## src/core/rcoc_pkg.sv

```systemverilog
package rcoc_pkg;

   // serial frame layout: read flag, register address, register data
   localparam int unsigned FRAME_W     = 32;
   localparam int unsigned ADDR_W      = 5;
   localparam int unsigned DATA_W      = 26;
   localparam int unsigned HDR_W       = 1 + ADDR_W;
   localparam int unsigned CNT_W       = 6;
   localparam logic [CNT_W-1:0] CNT_HDR  = 6'h06;
   localparam logic [CNT_W-1:0] CNT_FULL = 6'h20;
   localparam int unsigned RW_POS      = FRAME_W - 1;

   // register addresses
   localparam logic [ADDR_W-1:0] ADDR_RX_GAIN = 5'h02;
   localparam logic [ADDR_W-1:0] ADDR_GPO_A   = 5'h07;
   localparam logic [ADDR_W-1:0] ADDR_GPO_B   = 5'h17;
   localparam logic [ADDR_W-1:0] ADDR_TX_LO_REFERENCE_REG = 5'h1d;

   // reset values
   localparam logic [DATA_W-1:0] RST_RX_GAIN  = 26'h0000000;
   localparam logic [DATA_W-1:0] RST_GPO_A    = 26'h0000000;
   localparam logic [DATA_W-1:0] RST_GPO_B    = 26'h0000000;
   localparam logic [DATA_W-1:0] RST_TX_LO_REFERENCE_REG = 26'h0000000;

   // field positions
   localparam int unsigned REF_EN_POS    = 14;
   localparam int unsigned REF_LVL_POS   = 23;
   localparam int unsigned GENERAL_OUT_TWO_LSB      = 2;
   localparam int unsigned GENERAL_OUT_THREE_LSB      = 4;
   localparam int unsigned GENERAL_OUT_ONE_LSB      = 24;
   localparam int unsigned LNA_LSB       = 14;
   localparam int unsigned BBG_LSB       = 8;
   localparam int unsigned RXSEL_LSB     = 16;
   localparam int unsigned GSM_POS       = 18;
   localparam int unsigned BBG_W         = 4;

   // modulator sample rates, in kHz
   localparam int unsigned SD_RATE_WCDMA_KHZ = 153600;
   localparam int unsigned SD_RATE_GSM_KHZ   = 26000;

   typedef enum logic [1:0] {
      RCOC_REF_OFF  = 2'h0,
      RCOC_REF_CMOS = 2'h1,
      RCOC_REF_LV   = 2'h2
   } rcoc_ref_mode_t;

   typedef enum logic [1:0] {
      RCOC_GPO_LOW   = 2'h0,
      RCOC_GPO_HIGH  = 2'h1,
      RCOC_GPO_LOCK  = 2'h2,
      RCOC_GPO_NLOCK = 2'h3
   } rcoc_gpo_mode_t;

   typedef enum logic [1:0] {
      RCOC_LNA_HIGH = 2'h0,
      RCOC_LNA_MED  = 2'h1,
      RCOC_LNA_LOW  = 2'h2
   } rcoc_lna_t;

   typedef enum logic [1:0] {
      RCOC_IN_ONE   = 2'h0,
      RCOC_IN_THREE = 2'h1,
      RCOC_IN_FOUR  = 2'h2,
      RCOC_IN_FIVE  = 2'h3
   } rcoc_rx_in_t;

   // gray along idle -> shift -> commit
   typedef enum logic [1:0] {
      RCOC_ST_IDLE   = 2'h0,
      RCOC_ST_SHIFT  = 2'h1,
      RCOC_ST_COMMIT = 2'h3
   } rcoc_state_t;

   typedef struct packed {
      logic i;
      logic q;
   } rcoc_iq_t;

endpackage

```

## src/core/rcoc_buf2.sv

```systemverilog
`timescale 1ns/100ps
// two-entry buffer, registered outputs on both sides
module rcoc_buf2 #(
   parameter int unsigned WIDTH = 2,
   parameter int unsigned DEPTH = 2
) (
   input  wire logic             i_clk,     // clock
   input  wire logic             i_rst,     // async reset, high
   input  wire logic [WIDTH-1:0] i_data,    // fill data
   input  wire logic             i_valid,   // fill valid
   output logic                  o_ready,   // room available
   output logic [WIDTH-1:0]      o_data,    // head word
   output logic                  o_valid,   // head valid
   input  wire logic             i_ready    // drain accepts
);
   logic [WIDTH-1:0] head_q, head_d, tail_q, tail_d;
   logic [1:0]       cnt_q, cnt_d;
   logic             push, pop;

   // refuse shapes this structure cannot serve, at elaboration
   if (DEPTH != 2 || WIDTH < 1) begin : g_bad_shape
      $error("rcoc_buf2 supports depth 2 and width >= 1 only");
   end

   // occupancy and slot update
   always_comb begin
      push   = i_valid & o_ready;
      pop    = o_valid & i_ready;
      head_d = head_q;
      tail_d = tail_q;
      cnt_d  = cnt_q;
      case (cnt_q)
         2'h0: begin
            if (push) begin
               head_d = i_data;
               cnt_d  = 2'h1;
            end
         end
         2'h1: begin
            if (push && pop) begin
               head_d = i_data;
            end else if (push) begin
               tail_d = i_data;
               cnt_d  = 2'h2;
            end else if (pop) begin
               cnt_d = 2'h0;
            end
         end
         2'h2: begin
            if (pop) begin
               head_d = tail_q;
               cnt_d  = 2'h1;
            end
         end
         default: cnt_d = 2'h0;
      endcase
   end

   always_ff @(posedge i_clk or posedge i_rst) begin
      if (i_rst) begin
         head_q  <= '0;
         tail_q  <= '0;
         cnt_q   <= 2'h0;
         o_ready <= 1'b0;
         o_valid <= 1'b0;
      end else begin
         head_q  <= head_d;
         tail_q  <= tail_d;
         cnt_q   <= cnt_d;
         o_ready <= (cnt_d != 2'h2);
         o_valid <= (cnt_d != 2'h0);
      end
   end

   assign o_data = head_q;
endmodule

```

## src/core/rcoc_top.sv

```systemverilog
`timescale 1ns/100ps
// Function
// - a high strap forces the reference output to full-swing cmos.
// - with the strap low, only register bits pick the reference type.
// - strap low: bit 14 clear is off, else bit 23 picks cmos or lv.
// - output three follows a register 7 field or shows lock detect.
// - output two follows bits 3 down to 2 of register 7.
// - output one follows bits 25 down to 24 of register 23.
// - inputs one, three, five have three gain states, four only two.
// - lna gain comes from bits 15 down to 14 of the gain register.
// - baseband gain comes from bits 11 down to 8, 16 steps of 3 db.
// - modulators run at 153.6 mhz for wcdma and 26 mhz for gsm.
// - each i and q output carries the raw bitstream, nrz, uncoded.
// - no clock goes out with the bitstreams and none comes back.
// - the master frames transfers with select low; reads go on dout.
// - input data is sampled on each rising serial clock edge, up to 32 per frame.
module rcoc_top (
   input  wire logic              i_clk,           // system clock
   input  wire logic              i_rst,           // async reset, high
   input  wire logic              i_sclk,          // serial clock pin
   input  wire logic              i_cs_n,          // serial select pin
   input  wire logic              i_din,           // serial data in pin
   output logic                   o_dout,          // serial data out
   output logic                   o_dout_oe,       // dout driven
   input  wire logic              i_ref_buffer_strap, // strap pin
   input  wire logic              i_lock_detect,   // synth lock pin
   input  wire rcoc_pkg::rcoc_iq_t i_mod_data,     // modulator bits
   input  wire logic              i_mod_valid,     // modulator sample
   output logic                   o_mod_ready,     // buffer has room
   output rcoc_pkg::rcoc_iq_t     o_rx_data,       // bitstream out
   output logic                   o_rx_valid,      // bitstream valid
   input  wire logic              i_rx_ready,      // receiver takes
   output rcoc_pkg::rcoc_ref_mode_t o_ref_clock_out, // ref buffer type
   output logic                   o_general_out_one,   // gpo one
   output logic                   o_general_out_two,   // gpo two
   output logic                   o_general_out_three, // gpo three
   output rcoc_pkg::rcoc_lna_t    o_lna_gain_select,   // lna state
   output logic [3:0]             o_bb_amp_gain_select, // bb gain
   output rcoc_pkg::rcoc_rx_in_t  o_rx_input_sel,  // active input
   output logic                   o_sd_rate_gsm    // 26 mhz rate
);
   localparam int unsigned NSYNC = 5;

   logic [NSYNC-1:0] pin_in, s1_q, s2_q, s3_q, filt_q, filt_d;
   logic sclk_rise, sclk_fall, cs_fall, cs_rise;

   rcoc_pkg::rcoc_state_t st_q, st_d;
   logic [rcoc_pkg::CNT_W-1:0]   cnt_q, cnt_d;
   logic [rcoc_pkg::FRAME_W-1:0] sh_q, sh_d;
   logic [rcoc_pkg::DATA_W-1:0]  rd_q, rd_d;
   logic [rcoc_pkg::DATA_W-1:0]  rxg_q, rxg_d, gpa_q, gpa_d;
   logic [rcoc_pkg::DATA_W-1:0]  gpb_q, gpb_d, ref_q, ref_d;
   logic dout_d, oe_d;
   logic [rcoc_pkg::ADDR_W-1:0]  hdr_addr;

   rcoc_pkg::rcoc_ref_mode_t refm_d;
   logic g1_d, g2_d, g3_d;
   rcoc_pkg::rcoc_lna_t   lna_d;
   rcoc_pkg::rcoc_rx_in_t sel_d;

   // three-stage synchronisers for every pin input
   assign pin_in = {i_lock_detect, i_ref_buffer_strap, i_din, i_cs_n,
                    i_sclk};
   for (genvar g = 0; g < NSYNC; g++) begin : g_sync
      always_ff @(posedge i_clk or posedge i_rst) begin
         // select idles high: all its stages reset high, no false frame
         if (i_rst) begin
            s1_q[g]   <= (g == 1);
            s2_q[g]   <= (g == 1);
            s3_q[g]   <= (g == 1);
            filt_q[g] <= (g == 1);
         end else begin
            s1_q[g]   <= pin_in[g];
            s2_q[g]   <= s1_q[g];
            s3_q[g]   <= s2_q[g];
            filt_q[g] <= filt_d[g];
         end
      end
      // a change counts once stages two and three agree
      always_comb begin
         filt_d[g] = (s2_q[g] == s3_q[g]) ? s3_q[g] : filt_q[g];
      end
   end

   // serial edges from the filtered levels
   assign sclk_rise = filt_d[0] & ~filt_q[0];
   assign sclk_fall = ~filt_d[0] & filt_q[0];
   assign cs_fall   = ~filt_d[1] & filt_q[1];
   assign cs_rise   = filt_d[1] & ~filt_q[1];
   assign hdr_addr  = sh_q[rcoc_pkg::ADDR_W-1:0];

   // lookup of a register for read-back
   function automatic logic [rcoc_pkg::DATA_W-1:0] reg_read(
      input logic [rcoc_pkg::ADDR_W-1:0] a,
      input logic [rcoc_pkg::DATA_W-1:0] r0, r1, r2, r3);
      case (a)
         rcoc_pkg::ADDR_RX_GAIN:  reg_read = r0;
         rcoc_pkg::ADDR_GPO_A:    reg_read = r1;
         rcoc_pkg::ADDR_GPO_B:    reg_read = r2;
         rcoc_pkg::ADDR_TX_LO_REFERENCE_REG: reg_read = r3;
         default:                 reg_read = '0;
      endcase
   endfunction

   // serial frame engine and register file
   always_comb begin
      st_d   = st_q;
      cnt_d  = cnt_q;
      sh_d   = sh_q;
      rd_d   = rd_q;
      rxg_d  = rxg_q;
      gpa_d  = gpa_q;
      gpb_d  = gpb_q;
      ref_d  = ref_q;
      dout_d = o_dout;
      oe_d   = o_dout_oe;
      case (st_q)
         rcoc_pkg::RCOC_ST_IDLE: begin
            oe_d = 1'b0;
            if (cs_fall) begin
               st_d  = rcoc_pkg::RCOC_ST_SHIFT;
               cnt_d = '0;
            end
         end
         rcoc_pkg::RCOC_ST_SHIFT: begin
            if (cs_rise) begin
               st_d = rcoc_pkg::RCOC_ST_COMMIT;
               oe_d = 1'b0;
            end else if (sclk_rise && cnt_q != rcoc_pkg::CNT_FULL) begin
               sh_d  = {sh_q[rcoc_pkg::FRAME_W-2:0], filt_q[2]};
               cnt_d = cnt_q + 6'h01;
            end else if (sclk_fall && cnt_q == rcoc_pkg::CNT_HDR &&
                         sh_q[rcoc_pkg::HDR_W-1]) begin
               // read header done: present register msb first
               {dout_d, rd_d} = {reg_read(hdr_addr, rxg_q, gpa_q, gpb_q,
                                 ref_q), 1'b0};
               oe_d = 1'b1;
            end else if (sclk_fall && o_dout_oe) begin
               {dout_d, rd_d} = {rd_q, 1'b0};
            end
         end
         rcoc_pkg::RCOC_ST_COMMIT: begin
            st_d = rcoc_pkg::RCOC_ST_IDLE;
            // only a whole write frame updates a register
            if (cnt_q == rcoc_pkg::CNT_FULL && !sh_q[rcoc_pkg::RW_POS]) begin
               case (sh_q[rcoc_pkg::FRAME_W-2 -: rcoc_pkg::ADDR_W])
                  rcoc_pkg::ADDR_RX_GAIN:
                     rxg_d = sh_q[rcoc_pkg::DATA_W-1:0];
                  rcoc_pkg::ADDR_GPO_A:
                     gpa_d = sh_q[rcoc_pkg::DATA_W-1:0];
                  rcoc_pkg::ADDR_GPO_B:
                     gpb_d = sh_q[rcoc_pkg::DATA_W-1:0];
                  rcoc_pkg::ADDR_TX_LO_REFERENCE_REG:
                     ref_d = sh_q[rcoc_pkg::DATA_W-1:0];
                  default: ;
               endcase
            end
         end
         default: st_d = rcoc_pkg::RCOC_ST_IDLE;
      endcase
   end

   always_ff @(posedge i_clk or posedge i_rst) begin
      if (i_rst) begin
         st_q      <= rcoc_pkg::RCOC_ST_IDLE;
         cnt_q     <= '0;
         sh_q      <= '0;
         rd_q      <= '0;
         rxg_q     <= rcoc_pkg::RST_RX_GAIN;
         gpa_q     <= rcoc_pkg::RST_GPO_A;
         gpb_q     <= rcoc_pkg::RST_GPO_B;
         ref_q     <= rcoc_pkg::RST_TX_LO_REFERENCE_REG;
         o_dout    <= 1'b0;
         o_dout_oe <= 1'b0;
      end else begin
         st_q      <= st_d;
         cnt_q     <= cnt_d;
         sh_q      <= sh_d;
         rd_q      <= rd_d;
         rxg_q     <= rxg_d;
         gpa_q     <= gpa_d;
         gpb_q     <= gpb_d;
         ref_q     <= ref_d;
         o_dout    <= dout_d;
         o_dout_oe <= oe_d;
      end
   end

   // general output drive from a two-bit mode field
   function automatic logic gpo_drive(input logic [1:0] m,
                                      input logic lock);
      case (rcoc_pkg::rcoc_gpo_mode_t'(m))
         rcoc_pkg::RCOC_GPO_HIGH:  gpo_drive = 1'b1;
         rcoc_pkg::RCOC_GPO_LOCK:  gpo_drive = lock;
         rcoc_pkg::RCOC_GPO_NLOCK: gpo_drive = ~lock;
         default:                  gpo_drive = 1'b0;
      endcase
   endfunction

   // decode of fields onto the control outputs
   always_comb begin
      if (filt_q[3]) begin
         refm_d = rcoc_pkg::RCOC_REF_CMOS;
      end else if (!ref_q[rcoc_pkg::REF_EN_POS]) begin
         refm_d = rcoc_pkg::RCOC_REF_OFF;
      end else if (ref_q[rcoc_pkg::REF_LVL_POS]) begin
         refm_d = rcoc_pkg::RCOC_REF_LV;
      end else begin
         refm_d = rcoc_pkg::RCOC_REF_CMOS;
      end
      g1_d = gpo_drive(gpb_q[rcoc_pkg::GENERAL_OUT_ONE_LSB +: 2], filt_q[4]);
      g2_d = gpo_drive(gpa_q[rcoc_pkg::GENERAL_OUT_TWO_LSB +: 2], filt_q[4]);
      g3_d = gpo_drive(gpa_q[rcoc_pkg::GENERAL_OUT_THREE_LSB +: 2], filt_q[4]);
      sel_d = rcoc_pkg::rcoc_rx_in_t'(rxg_q[rcoc_pkg::RXSEL_LSB +: 2]);
      lna_d = rcoc_pkg::rcoc_lna_t'(rxg_q[rcoc_pkg::LNA_LSB +: 2]);
      // input four lacks medium gain; unused code falls to low
      if (lna_d != rcoc_pkg::RCOC_LNA_HIGH &&
          (sel_d == rcoc_pkg::RCOC_IN_FOUR ||
           lna_d != rcoc_pkg::RCOC_LNA_MED)) begin
         lna_d = rcoc_pkg::RCOC_LNA_LOW;
      end
   end

   always_ff @(posedge i_clk or posedge i_rst) begin
      if (i_rst) begin
         o_ref_clock_out      <= rcoc_pkg::RCOC_REF_OFF;
         o_general_out_one    <= 1'b0;
         o_general_out_two    <= 1'b0;
         o_general_out_three  <= 1'b0;
         o_lna_gain_select    <= rcoc_pkg::RCOC_LNA_HIGH;
         o_bb_amp_gain_select <= '0;
         o_rx_input_sel       <= rcoc_pkg::RCOC_IN_ONE;
         o_sd_rate_gsm        <= 1'b0;
      end else begin
         o_ref_clock_out      <= refm_d;
         o_general_out_one    <= g1_d;
         o_general_out_two    <= g2_d;
         o_general_out_three  <= g3_d;
         o_lna_gain_select    <= lna_d;
         o_bb_amp_gain_select <=
            rxg_q[rcoc_pkg::BBG_LSB +: rcoc_pkg::BBG_W];
         o_rx_input_sel       <= sel_d;
         o_sd_rate_gsm        <= rxg_q[rcoc_pkg::GSM_POS];
      end
   end

   // raw i/q bits pass unchanged, no clock beside them
   rcoc_buf2 #(
      .WIDTH ($bits(rcoc_pkg::rcoc_iq_t)),
      .DEPTH (2)
   ) u_buf (
      .i_clk   (i_clk),
      .i_rst   (i_rst),
      .i_data  (i_mod_data),
      .i_valid (i_mod_valid),
      .o_ready (o_mod_ready),
      .o_data  (o_rx_data),
      .o_valid (o_rx_valid),
      .i_ready (i_rx_ready)
   );
endmodule

```

## config.mk

```make
export PLATFORM = sky130hd
export DESIGN_NAME = rcoc_top
export DESIGN_NICKNAME = d
export VERILOG_FILES = /design/src/core/rcoc_pkg.sv /design/src/core/rcoc_buf2.sv /design/src/core/rcoc_top.sv
export SDC_FILE = /design/constraint.sdc
export NUM_CORES = 1
export LEC_CHECK = 0
export ABC_AREA = 1
export BUFFER_PORTS_ARGS = -buffer_cell sky130_fd_sc_hd__buf_2
export CORE_ASPECT_RATIO = 0.5
export CORE_UTILIZATION = 35
export CTS_CLUSTER_SIZE = 12
export DETAILED_ROUTE_END_ITERATION = 6
export PLACE_DENSITY = 0.47
export SLEW_MARGIN = 20
export SYNTH_ARGS = -nofsm -noshare
export SYNTH_HDL_FRONTEND = slang
export SYNTH_HIERARCHICAL = 1
export SYNTH_SLANG_ARGS = --single-unit
```

## constraint.sdc

```tcl
create_clock -name i_clk -period 8.95 [get_ports i_clk]
set_clock_uncertainty 0.15 [all_clocks]
set_input_delay 1.79 -clock i_clk [delete_from_list [all_inputs] [get_ports i_clk]]
set_output_delay 1.79 -clock i_clk [all_outputs]
set_load 0.005 [all_outputs]
```

==> reports/results.txt, run 1 <==
dpl hpwl - 13.2 mm
buffers added on ports - 30
vias in the first global route - 7,073
Crit. End Element - asynchronous set/reset pin
area leader, netlist - dfrtp_1
crit path launch type - input port
dominant cells by area after synthesis - dfrtp_1 55%, nand2_1 12%, inv_1 6.2%, o21ai_0 6.1%, nand3_1 5.0%
Worst EP arrival - 3460 ps
first-pass GRT wire length - 38.5 mm
die span in x - 235 um
post-cts hold buffer count - 0
TritonCTS clock tree - yes
setup TNS - 0 ps
Multi-input gate area - 3290 um^2
number of remaining DRC errors - 0
setup ws final - 5860 ps
synthesized area - 9480 um^2
number of synthesized flops with an enable pin - 0
clk buf depth - 3
Post-Place Cells - 1,468
minimum clock period - 3090 ps
register area share after synthesis - 56.3%
final setup violation count - 0
cell count of the worst reg-to-reg path - 8
Via Count - 7,162
R2R Setup Slk - 6120 ps
Setup Crit Path Kind - in -> async
Hold EP - s2_q[0]
slew at the pin with the worst max-slew slack - 1090 ps
syn_area_per_cell - 8.36 um^2
Slew Viols, Final - 0
relative slew slack - 27.4%
Total Power - 0.00225 W
number of fillers in the final layout - 2,711
Cells after Synth - 1,133
post-CTS sizing - 0
Synthesized Nets - 1,147
GR Overflow Total - 0
CP Max Fanout - 136
FF-to-FF Start - sh_q[2]
pin count of the biggest net entering global routing - 137
total core area - 26,500 um^2
clk sinks - 213
first drt pass iteration count - 5
vias per inst - 4.78
FF+latch area - 5340 um^2
chip height - 118 um
ANT cells - 0
share of cells above drive strength 1 - 8.72%
number of nets in the layout - 1,154
Clk Latency, worst-skew pair - 510 ps
initial antenna violation count - 0
Leakage - 5.16 nW
Routed WL - 22.7 mm
Worst VDD drop - 0.124 mV
H-tree depth - 1
synthesis-to-layout area growth - 11.7%
asr flop ratio synth - 100%
Initial Util - 35.7%
Worst EP required - 9320 ps
total of warnings raised by yosys - 6
total track usage - 17.3%
HP Class - reg -> reg
RSZ-0062 raised after global routing - no
hold_ws - 196 ps
IO Count - 31
CTS root buf - clkbuf_16
Post-DRT Antenna Nets - 0
Yosys top cell area share - 55.2%
drt first-iter violations - 543
Fmax - 0.323 GHz
fin crit share - 34.6%
final std cells w/o fill - 1,499
number of max-cap violations - 0
postcts setup bufs - 0
Reg clk slew, reported paths - 60 ps
die area - 27,800 um^2
Cell Pwr Density - 212 nW/um^2
final hold vios - 0
status - finished clean
FF+latch count, synth - 213
hold path cells - 0
row count - 42
Place WS - 5160 ps
CTS Buf Count - 22
Worst Hold Launch - s1_q[0]
ys flop type - dfrtp_1
post-DR wirelength/cell - 15.1 um
Reg-to-Reg End - rd_q[5]
RD Place Congestion - 0.759
post-synthesis cell type count - 34
==> cell type report <==
cell class | instances | share of cell area (%)
inverters | 161 | 5.78
multi-input cells | 701 | 31.1
flip-flops and latches | 213 | 50.4
repair buffers | 41 | 2.20
well taps | 352 | 4.16
clock inverters | 1 | 0.284
clock buffers | 30 | 6.06
==> worst max path at each step <==
stage | start | endpoint | slack [ps] | depth (start not counted)
floorplan | i_rst | cnt_q[0] | 1420 | 1
global placement | i_rst | o_bb_amp_gain_select[2] | 5200 | 3
detailed placement | i_rst | gpa_q[10] | 5160 | 3
CTS | i_rst | sh_q[11] | 5710 | 3
global route | i_rst | sh_q[11] | 5480 | 3
finish | i_rst | ref_q[8] | 5860 | 3
==> critical path: stages <==
cell	delay, ps
buf_2	130
inv_8	610
buf_4	820
==> sequential cells by signal, summed over array words and instances (netlist names), 4 cells and up <==
register and cells:
rd_q 25, s2_q 5, s3_q 5, gpb_q 26, filt_q 5, o_bb_amp_gain_select 4
cnt_q 6, ref_q 26, rxg_q 26, gpa_q 26, s1_q 5, sh_q 32
==> cell usage in the layout, fill, tap and decap left out, drive strengths merged, types with 3 or more instances in the layout <==
master and count:
dfstp 4, o21ai 146, nor3 3, clkbuf 30, nor2 73, inv 161, nor4 3, nand3 100
maj3 4, ha 3, nand4 28, nand2 303, dfrtp 209, buf 41, xor2 6, a21oi 28
==> layer usage <==
| layer | track usage, % | up-vias | share of wire (%) |
|---|---|---|---|
| met3 | 3.06 | 22 | 4.4 |
| met2 | 25.3 | 130 | 41 |
| met1 | 26.9 | 3429 | 54 |
| met4 | 2.84 | 0 | 1.3 |
| met5 | 0 | - | 0 |
| li1 | - | 3581 | - |
==> per-stage QoR <==
step                instance area [um^2]  util (%)
detailed placement                  9880      37.2
global placement                    9880      37.2
global route                       10600      39.9
CTS                                10600      39.8
floorplan                           9480         -
finish                             10600      39.9
==> power by group <==
part	total (W)	switching (W)	leakage [nW]	internal [W]
registers	0.00104	0.0000344	2.90	0.00101
clock network	0.000892	0.000370	0.330	0.000522
logic	0.000313	0.000246	1.93	0.0000679
total	0.00225	0.000650	5.16	0.00160
==> synthesized netlist by cell type (14+ instances only) <==
cell type	n
o21ai_0	116
dfrtp_1	209
inv_1	157
a21oi_1	28
nor2_1	66
nand2_1	300
nand4_1	28
nand3_1	94
o21ai_1	29
buf_2	39
clkbuf_1	14
==> logic make-up (layout without fill, tap and decap cells) <==
group	Yosys count	count (layout)	synth area share (%)
fa+ha+maj	7	7	0.819
compound gates	176	176	9.39
xor+xnor	6	6	0.555
flops	213	213	56.3
buf+inv	219	233	9.40
simple gates	512	512	23.5
No activity file was read; power rests on OpenSTA's default activity.
==> run 2, diff against run 1 <==
PLACE_DENSITY = 0.49   (was 0.47)
clock period = 2.7 ns   (was 8.95 ns; I/O delays follow)
==> run 2 against run 1 <==
Compared with the run above:
- final cell count up 1.8%
- worst hold slack worse by 65 ps
- non-clock buffer count up 22
- critical path type is now reg -> reg
- first-iteration DRC count up 15%
- global-route usage down 0.12 points
- count of clock-buffer cells in the layout up 5
- sequential share of layout area down 0.90 points
- power rose to 3.3 times the previous value
- register-to-register slack worse by 5500 ps
- wire length up 0.46%
==> reports/results.txt, run 2 (synthesis results as in run 1) <==
GR Overflow Total - 0 (unchanged)
Leakage - 5.27 nW (+2.1%)
vias in the first global route - 7,321 (+3.5%)
CP Max Fanout - 25 (-82%)
Worst EP arrival - 2350 ps (-1110 ps)
total track usage - 17.2% (-0.12 points)
IO Count - 31 (unchanged)
met2 Usage GRT - 26.7% (+1.4 points)
post-DR wirelength/cell - 14.9 um (-1.3%)
Reg with most FFs - sh_q
initial antenna violation count - 0 (unchanged)
final setup violation count - 0 (unchanged)
Setup Crit Path Kind - reg -> reg
final hold vios - 0 (unchanged)
number of nets in the layout - 1,176 (+1.9%)
postcts setup bufs - 0 (unchanged)
crit path launch type - flop
Core Util, Final - 40.6% (+0.73 points)
Post-DRT Antenna Nets - 0 (unchanged)
vias per inst - 4.79 (+0.22%)
commonest non-fill, non-tap cell in the layout - nand2_1
pin count of the biggest net entering global routing - 64 (-53%)
ANT cells - 0 (unchanged)
dpl hpwl - 13.5 mm (+2.2%)
share of cells above drive strength 1 - 9.80% (+1.1 points)
synthesis-to-layout area growth - 13.7%
RSZ-0062 raised after global routing - no
peak-usage layer in the global routing report - met2
CTS root buf - clkbuf_16
Cell Pwr Density - 688 nW/um^2 (+220%)
Via Count - 7,307 (+2.0%)
clk sinks - 213 (unchanged)
RD Place Congestion - 0.761 (+0.34%)
max FFs per register - 32 (unchanged)
M1 GR Usage - 25.3% (-1.6 points)
post-CTS sizing - 0 (unchanged)
met3 Usage GRT - 2.85% (-0.21 points)
chip height - 118 um (unchanged)
Slew Viols, Final - 0 (unchanged)
slew at the pin with the worst max-slew slack - 604 ps (-484 ps)
fin crit share - 76.6%
HP Class - in -> reg
Clk Latency, worst-skew pair - 510 ps (about the same)
number of max-cap violations - 0 (unchanged)
Routed WL - 22.8 mm (+0.46%)
first drt pass iteration count - 5 (unchanged)
drt first-iter violations - 623 (+15%)
die area - 27,800 um^2 (unchanged)
Worst VDD drop - 0.403 mV (+220%)
number of remaining DRC errors - 0 (unchanged)
minimum clock period - 2070 ps
clk buf depth - 3 (unchanged)
H-tree depth - 1 (unchanged)
relative slew slack - 59.7% (+32 points)
Initial Util - 35.7% (unchanged)
buffers added on ports - 30 (unchanged)
status - finished clean
Worst EP required - 2980 ps (-6340 ps)
setup TNS - 0 ps (unchanged)
Crit. End Element - flop
Fmax - 0.484 GHz
Reg clk slew, reported paths - 60 ps (about the same)
total core area - 26,500 um^2 (unchanged)
first-pass GRT wire length - 38.6 mm (+0.11%)
commonest cells after routing, fill and taps aside - 300 x nand2_1, 209 x dfrtp_1, 156 x inv_1
row count - 42 (unchanged)
CTS Buf Count - 22 (unchanged)
TritonCTS clock tree - yes
die span in x - 235 um (unchanged)
==> run 2: worst paths after layout <==
path                          startpoint              end  slack [ps]  cells past startpoint
setup / recovery                cnt_q[0]         rd_q[18]         630                     10
hold / removal             i_mod_data[0]  u_buf/tail_q[0]         130                      3
setup reg to reg                cnt_q[0]         rd_q[18]         630                     10
hold reg to reg                  s1_q[4]          s2_q[4]         190                      0
max in group asynchronous          i_rst          s1_q[1]        1110                      5
min in group asynchronous          i_rst  u_buf/o_data[0]         380                      3
==> run 2: critical path: stages, from the launching register on <==
cell      delay [ps]
dfrtp_1          400
inv_1            120
ha_1             160
inv_1             40
nor2_1           160
nand3b_4         100
nor2_2           110
nand2_1           90
inv_2            380
nand2_1          100
a21oi_1          150
==> run 2: report_power, final <==
group          switching [W]  internal [W]
sequential          0.000114       0.00333
clock                0.00124       0.00164
combinational       0.000830      0.000264
==> run 2: final cells by class <==
class	count	area, um^2
multi-input combinational	701	3260
timing repair buffer	63	475
clock buffer	35	651
sequential	213	5340
clock inverter	1	5.00
inverter	161	608
fill	2700	15800
tap	352	440
==> run 2: stage by stage <==
stage / cell area, um^2 / hold WS (ps) / setup slack (ps) / instances / total power [W]
after floorplan: 9480 / 181 / -645 / 1133 / 0.00415
after global placement: 10100 / 182 / 667 / 1484 / 0.00458
after detailed placement: 10100 / 187 / 608 / 1484 / 0.00460
after CTS: 10800 / 112 / 591 / 1526 / 0.00751
after global routing: 10800 / 134 / 361 / 1526 / 0.00778
final: 10800 / 132 / 632 / 1526 / 0.00741
==> run 2: layer usage <==
metal  part of all wire (%)  wire, um  vias to the layer above
li1                       -         -                     3617
met1                     51     11700                     3541
met2                     43      9740                      121
met3                    3.8       867                       28
met4                    2.0       453                        0
met5                      0         0                        -
==> run 2: repair_timing <==
action | in CTS | in global routing
hold buffers | 6 | 0
hold endpoints to repair | 29 | 0
setup endpoints to repair | 0 | 0
==> run 3, diff against run 2 <==
PLACE_DENSITY = 0.47   (was 0.49)
clock period = 2.1 ns   (was 2.7 ns; I/O delays follow)
==> run 3 against run 2 <==
Compared with the run above:
- global-route usage increased by 0.19 points
- wire length increased by 1.3%
- via count about the same
- register-to-register slack got worse by 450 ps
- setup slack got worse by 450 ps
- maximum frequency increased by 7.7%
- critical endpoint is now gpa_q[14]
- sequential cell count unchanged
==> reports/results.txt, run 3 (synthesis results as in run 1) <==
cell count of the worst reg-to-reg path - 8 (-2)
Reg with most FFs - sh_q
Leakage - 5.35 nW (+1.5%)
H-tree depth - 1 (unchanged)
pin count of the biggest net entering global routing - 73 (+14%)
ANT cells - 0 (unchanged)
Post-DRT Antenna Nets - 0 (unchanged)
Initial Util - 35.7% (unchanged)
share of cells above drive strength 1 - 10.2% (+0.38 points)
Cell Pwr Density - 888 nW/um^2 (+29%)
Slew Viols, Final - 0 (unchanged)
buffers added on ports - 30 (unchanged)
slew at the pin with the worst max-slew slack - 453 ps (-151 ps)
slowest stage cell on the critical path - dfrtp_1
Place WS - 103 ps (-505 ps)
Via Count - 7,313 (+0.082%)
RD Place Congestion - 0.757 (-0.55%)
Crit. End Element - flop
first drt pass iteration count - 5 (unchanged)
initial antenna violation count - 0 (unchanged)
Reg clk slew, reported paths - 60 ps (about the same)
max FFs per register - 32 (unchanged)
total track usage - 17.4% (+0.19 points)
dpl hpwl - 13.9 mm (+2.9%)
postcts setup bufs - 0 (unchanged)
FF-to-FF Start - cnt_q[0]
IO Count - 31 (unchanged)
CTS root buf - clkbuf_16
vias in the first global route - 7,168 (-2.1%)
crit path launch type - flop
Worst path max stage delay - 390 ps (about the same)
TritonCTS clock tree - yes
row count - 42 (unchanged)
Routed WL - 23.1 mm (+1.3%)
Worst Hold Launch - i_mod_valid
CTS Buf Count - 22 (unchanged)
number of remaining DRC errors - 0 (unchanged)
status - finished clean
Hold EP - u_buf/cnt_q[0]
GR Overflow Total - 0 (unchanged)
Worst VDD drop - 0.514 mV (+27%)
Fmax - 0.521 GHz (+7.7%)
Setup Crit Path Kind - reg -> reg
commonest cells after routing, fill and taps aside - 299 x nand2_1, 209 x dfrtp_1, 156 x inv_1
first-pass GRT wire length - 38.6 mm (+0.11%)
number of fillers in the final layout - 2,643 (-2.1%)
Worst path most repeated cell - nand3_2
Clk Latency, worst-skew pair - 520 ps (about the same)
final setup violation count - 0 (unchanged)
setup ws final - 180 ps (-452 ps)
setup TNS - 0 ps (unchanged)
clk sinks - 213 (unchanged)
final hold vios - 0 (unchanged)
clk buf depth - 3 (unchanged)
fin crit share - 91.4% (+15 points)
post-DR wirelength/cell - 15.1 um (+1.0%)
drt first-iter violations - 442 (-29%)
commonest non-fill, non-tap cell in the layout - nand2_1
number of max-cap violations - 0 (unchanged)
Worst EP required - 2320 ps (-660 ps)
chip height - 118 um (unchanged)
Reg-to-Reg End - gpa_q[14]
CP Max Fanout - 52 (+110%)
synthesis-to-layout area growth - 15.6%
vias per inst - 4.78 (-0.24%)
HP Class - in -> reg
die span in x - 235 um (unchanged)
number of nets in the layout - 1,181 (+0.43%)
total core area - 26,500 um^2 (unchanged)
R2R Setup Slk - 180 ps (-450 ps)
crit-path cells - inv_1 -> ha_1 -> nand3_2 -> nor3_4 -> nand3_2 -> buf_12 -> nand2_1 -> o21ai_0
RSZ-0062 raised after global routing - no
relative slew slack - 69.8% (+10 points)
die area - 27,800 um^2 (unchanged)
hold path cells - 4 (+1)
Worst EP arrival - 2140 ps (-210 ps)
minimum clock period - 1920 ps (-148 ps)
[run 3: cell count changes in the layout (fill, tap and decap cells not counted), sizes merged]
cell,before,now
dlygate4sd3,6,8
clkinv,1,0
bufinv,0,1
buf,57,60
[run 3: timing repair]
action	CTS	global route
gates resized for setup	0	4
endpoints found under the hold margin	21	0
setup endpoints to repair	0	28
hold buffers	8	0
[run 3: final cells by class]
| cell class | instances | area (um^2) | area share (%) |
|---|---|---|---|
| Clock buffer | 35 | 651 | 5.94 |
| Tap cell | 352 | 440 | 4.02 |
| Sequential cell | 213 | 5340 | 48.7 |
| Clock inverter | 1 | 30.0 | 0.274 |
| Timing Repair Buffer | 68 | 622 | 5.67 |
| Inverter | 161 | 608 | 5.55 |
| Multi-Input combinational cell | 701 | 3270 | 29.9 |
[run 3: per-layer routing]
layer | GRT usage (%) | share of wire (%) | vias to the layer above
met5 | 0 | 0 | -
met4 | 3.17 | 1.4 | 0
met3 | 3.20 | 4.0 | 25
met2 | 26.4 | 43 | 108
met1 | 26.0 | 52 | 3545
li1 | - | - | 3635
[run 3: worst max path at each step]
stage,cells after the start,end,slack (ps),start
final,8,gpa_q[14],180,cnt_q[0]
after global routing,11,o_dout,2,cnt_q[0]
after CTS,11,rd_q[10],70,cnt_q[0]
after detailed placement,11,rd_q[7],100,cnt_q[0]
after global placement,11,rd_q[7],170,cnt_q[0]
after floorplan,1,cnt_q[0],-1130,i_rst
[run 3: critical path: cells and delay by family (launching register included)]
kind            cells  cell delay (ps)
compound gates      1               80
fa+ha+maj           1              190
flops               1              390
buf+inv             2              340
simple gates        4              590
[run 3: report_power, final]
group | total (W) | internal (W) | switching [W]
registers | 0.00443 | 0.00428 | 0.000148
clock network | 0.00381 | 0.00223 | 0.00159
logic | 0.00149 | 0.000403 | 0.00109
total | 0.00974 | 0.00692 | 0.00282
[run 3: metrics by stage]
step / area (um^2) / hold slack (ps) / util (%) / total power [W] / cells
after detailed placement: 10200 / 190 / 38.4 / 0.00599 / 1487
after global placement: 10200 / 182 / 38.4 / 0.00597 / 1487
final: 11000 / 108 / 41.3 / 0.00974 / 1531
after CTS: 10900 / 88.5 / 41.2 / 0.00989 / 1531
after global routing: 11000 / 121 / 41.3 / 0.0102 / 1531
after floorplan: 9480 / 85.7 / - / 0.00534 / 1133
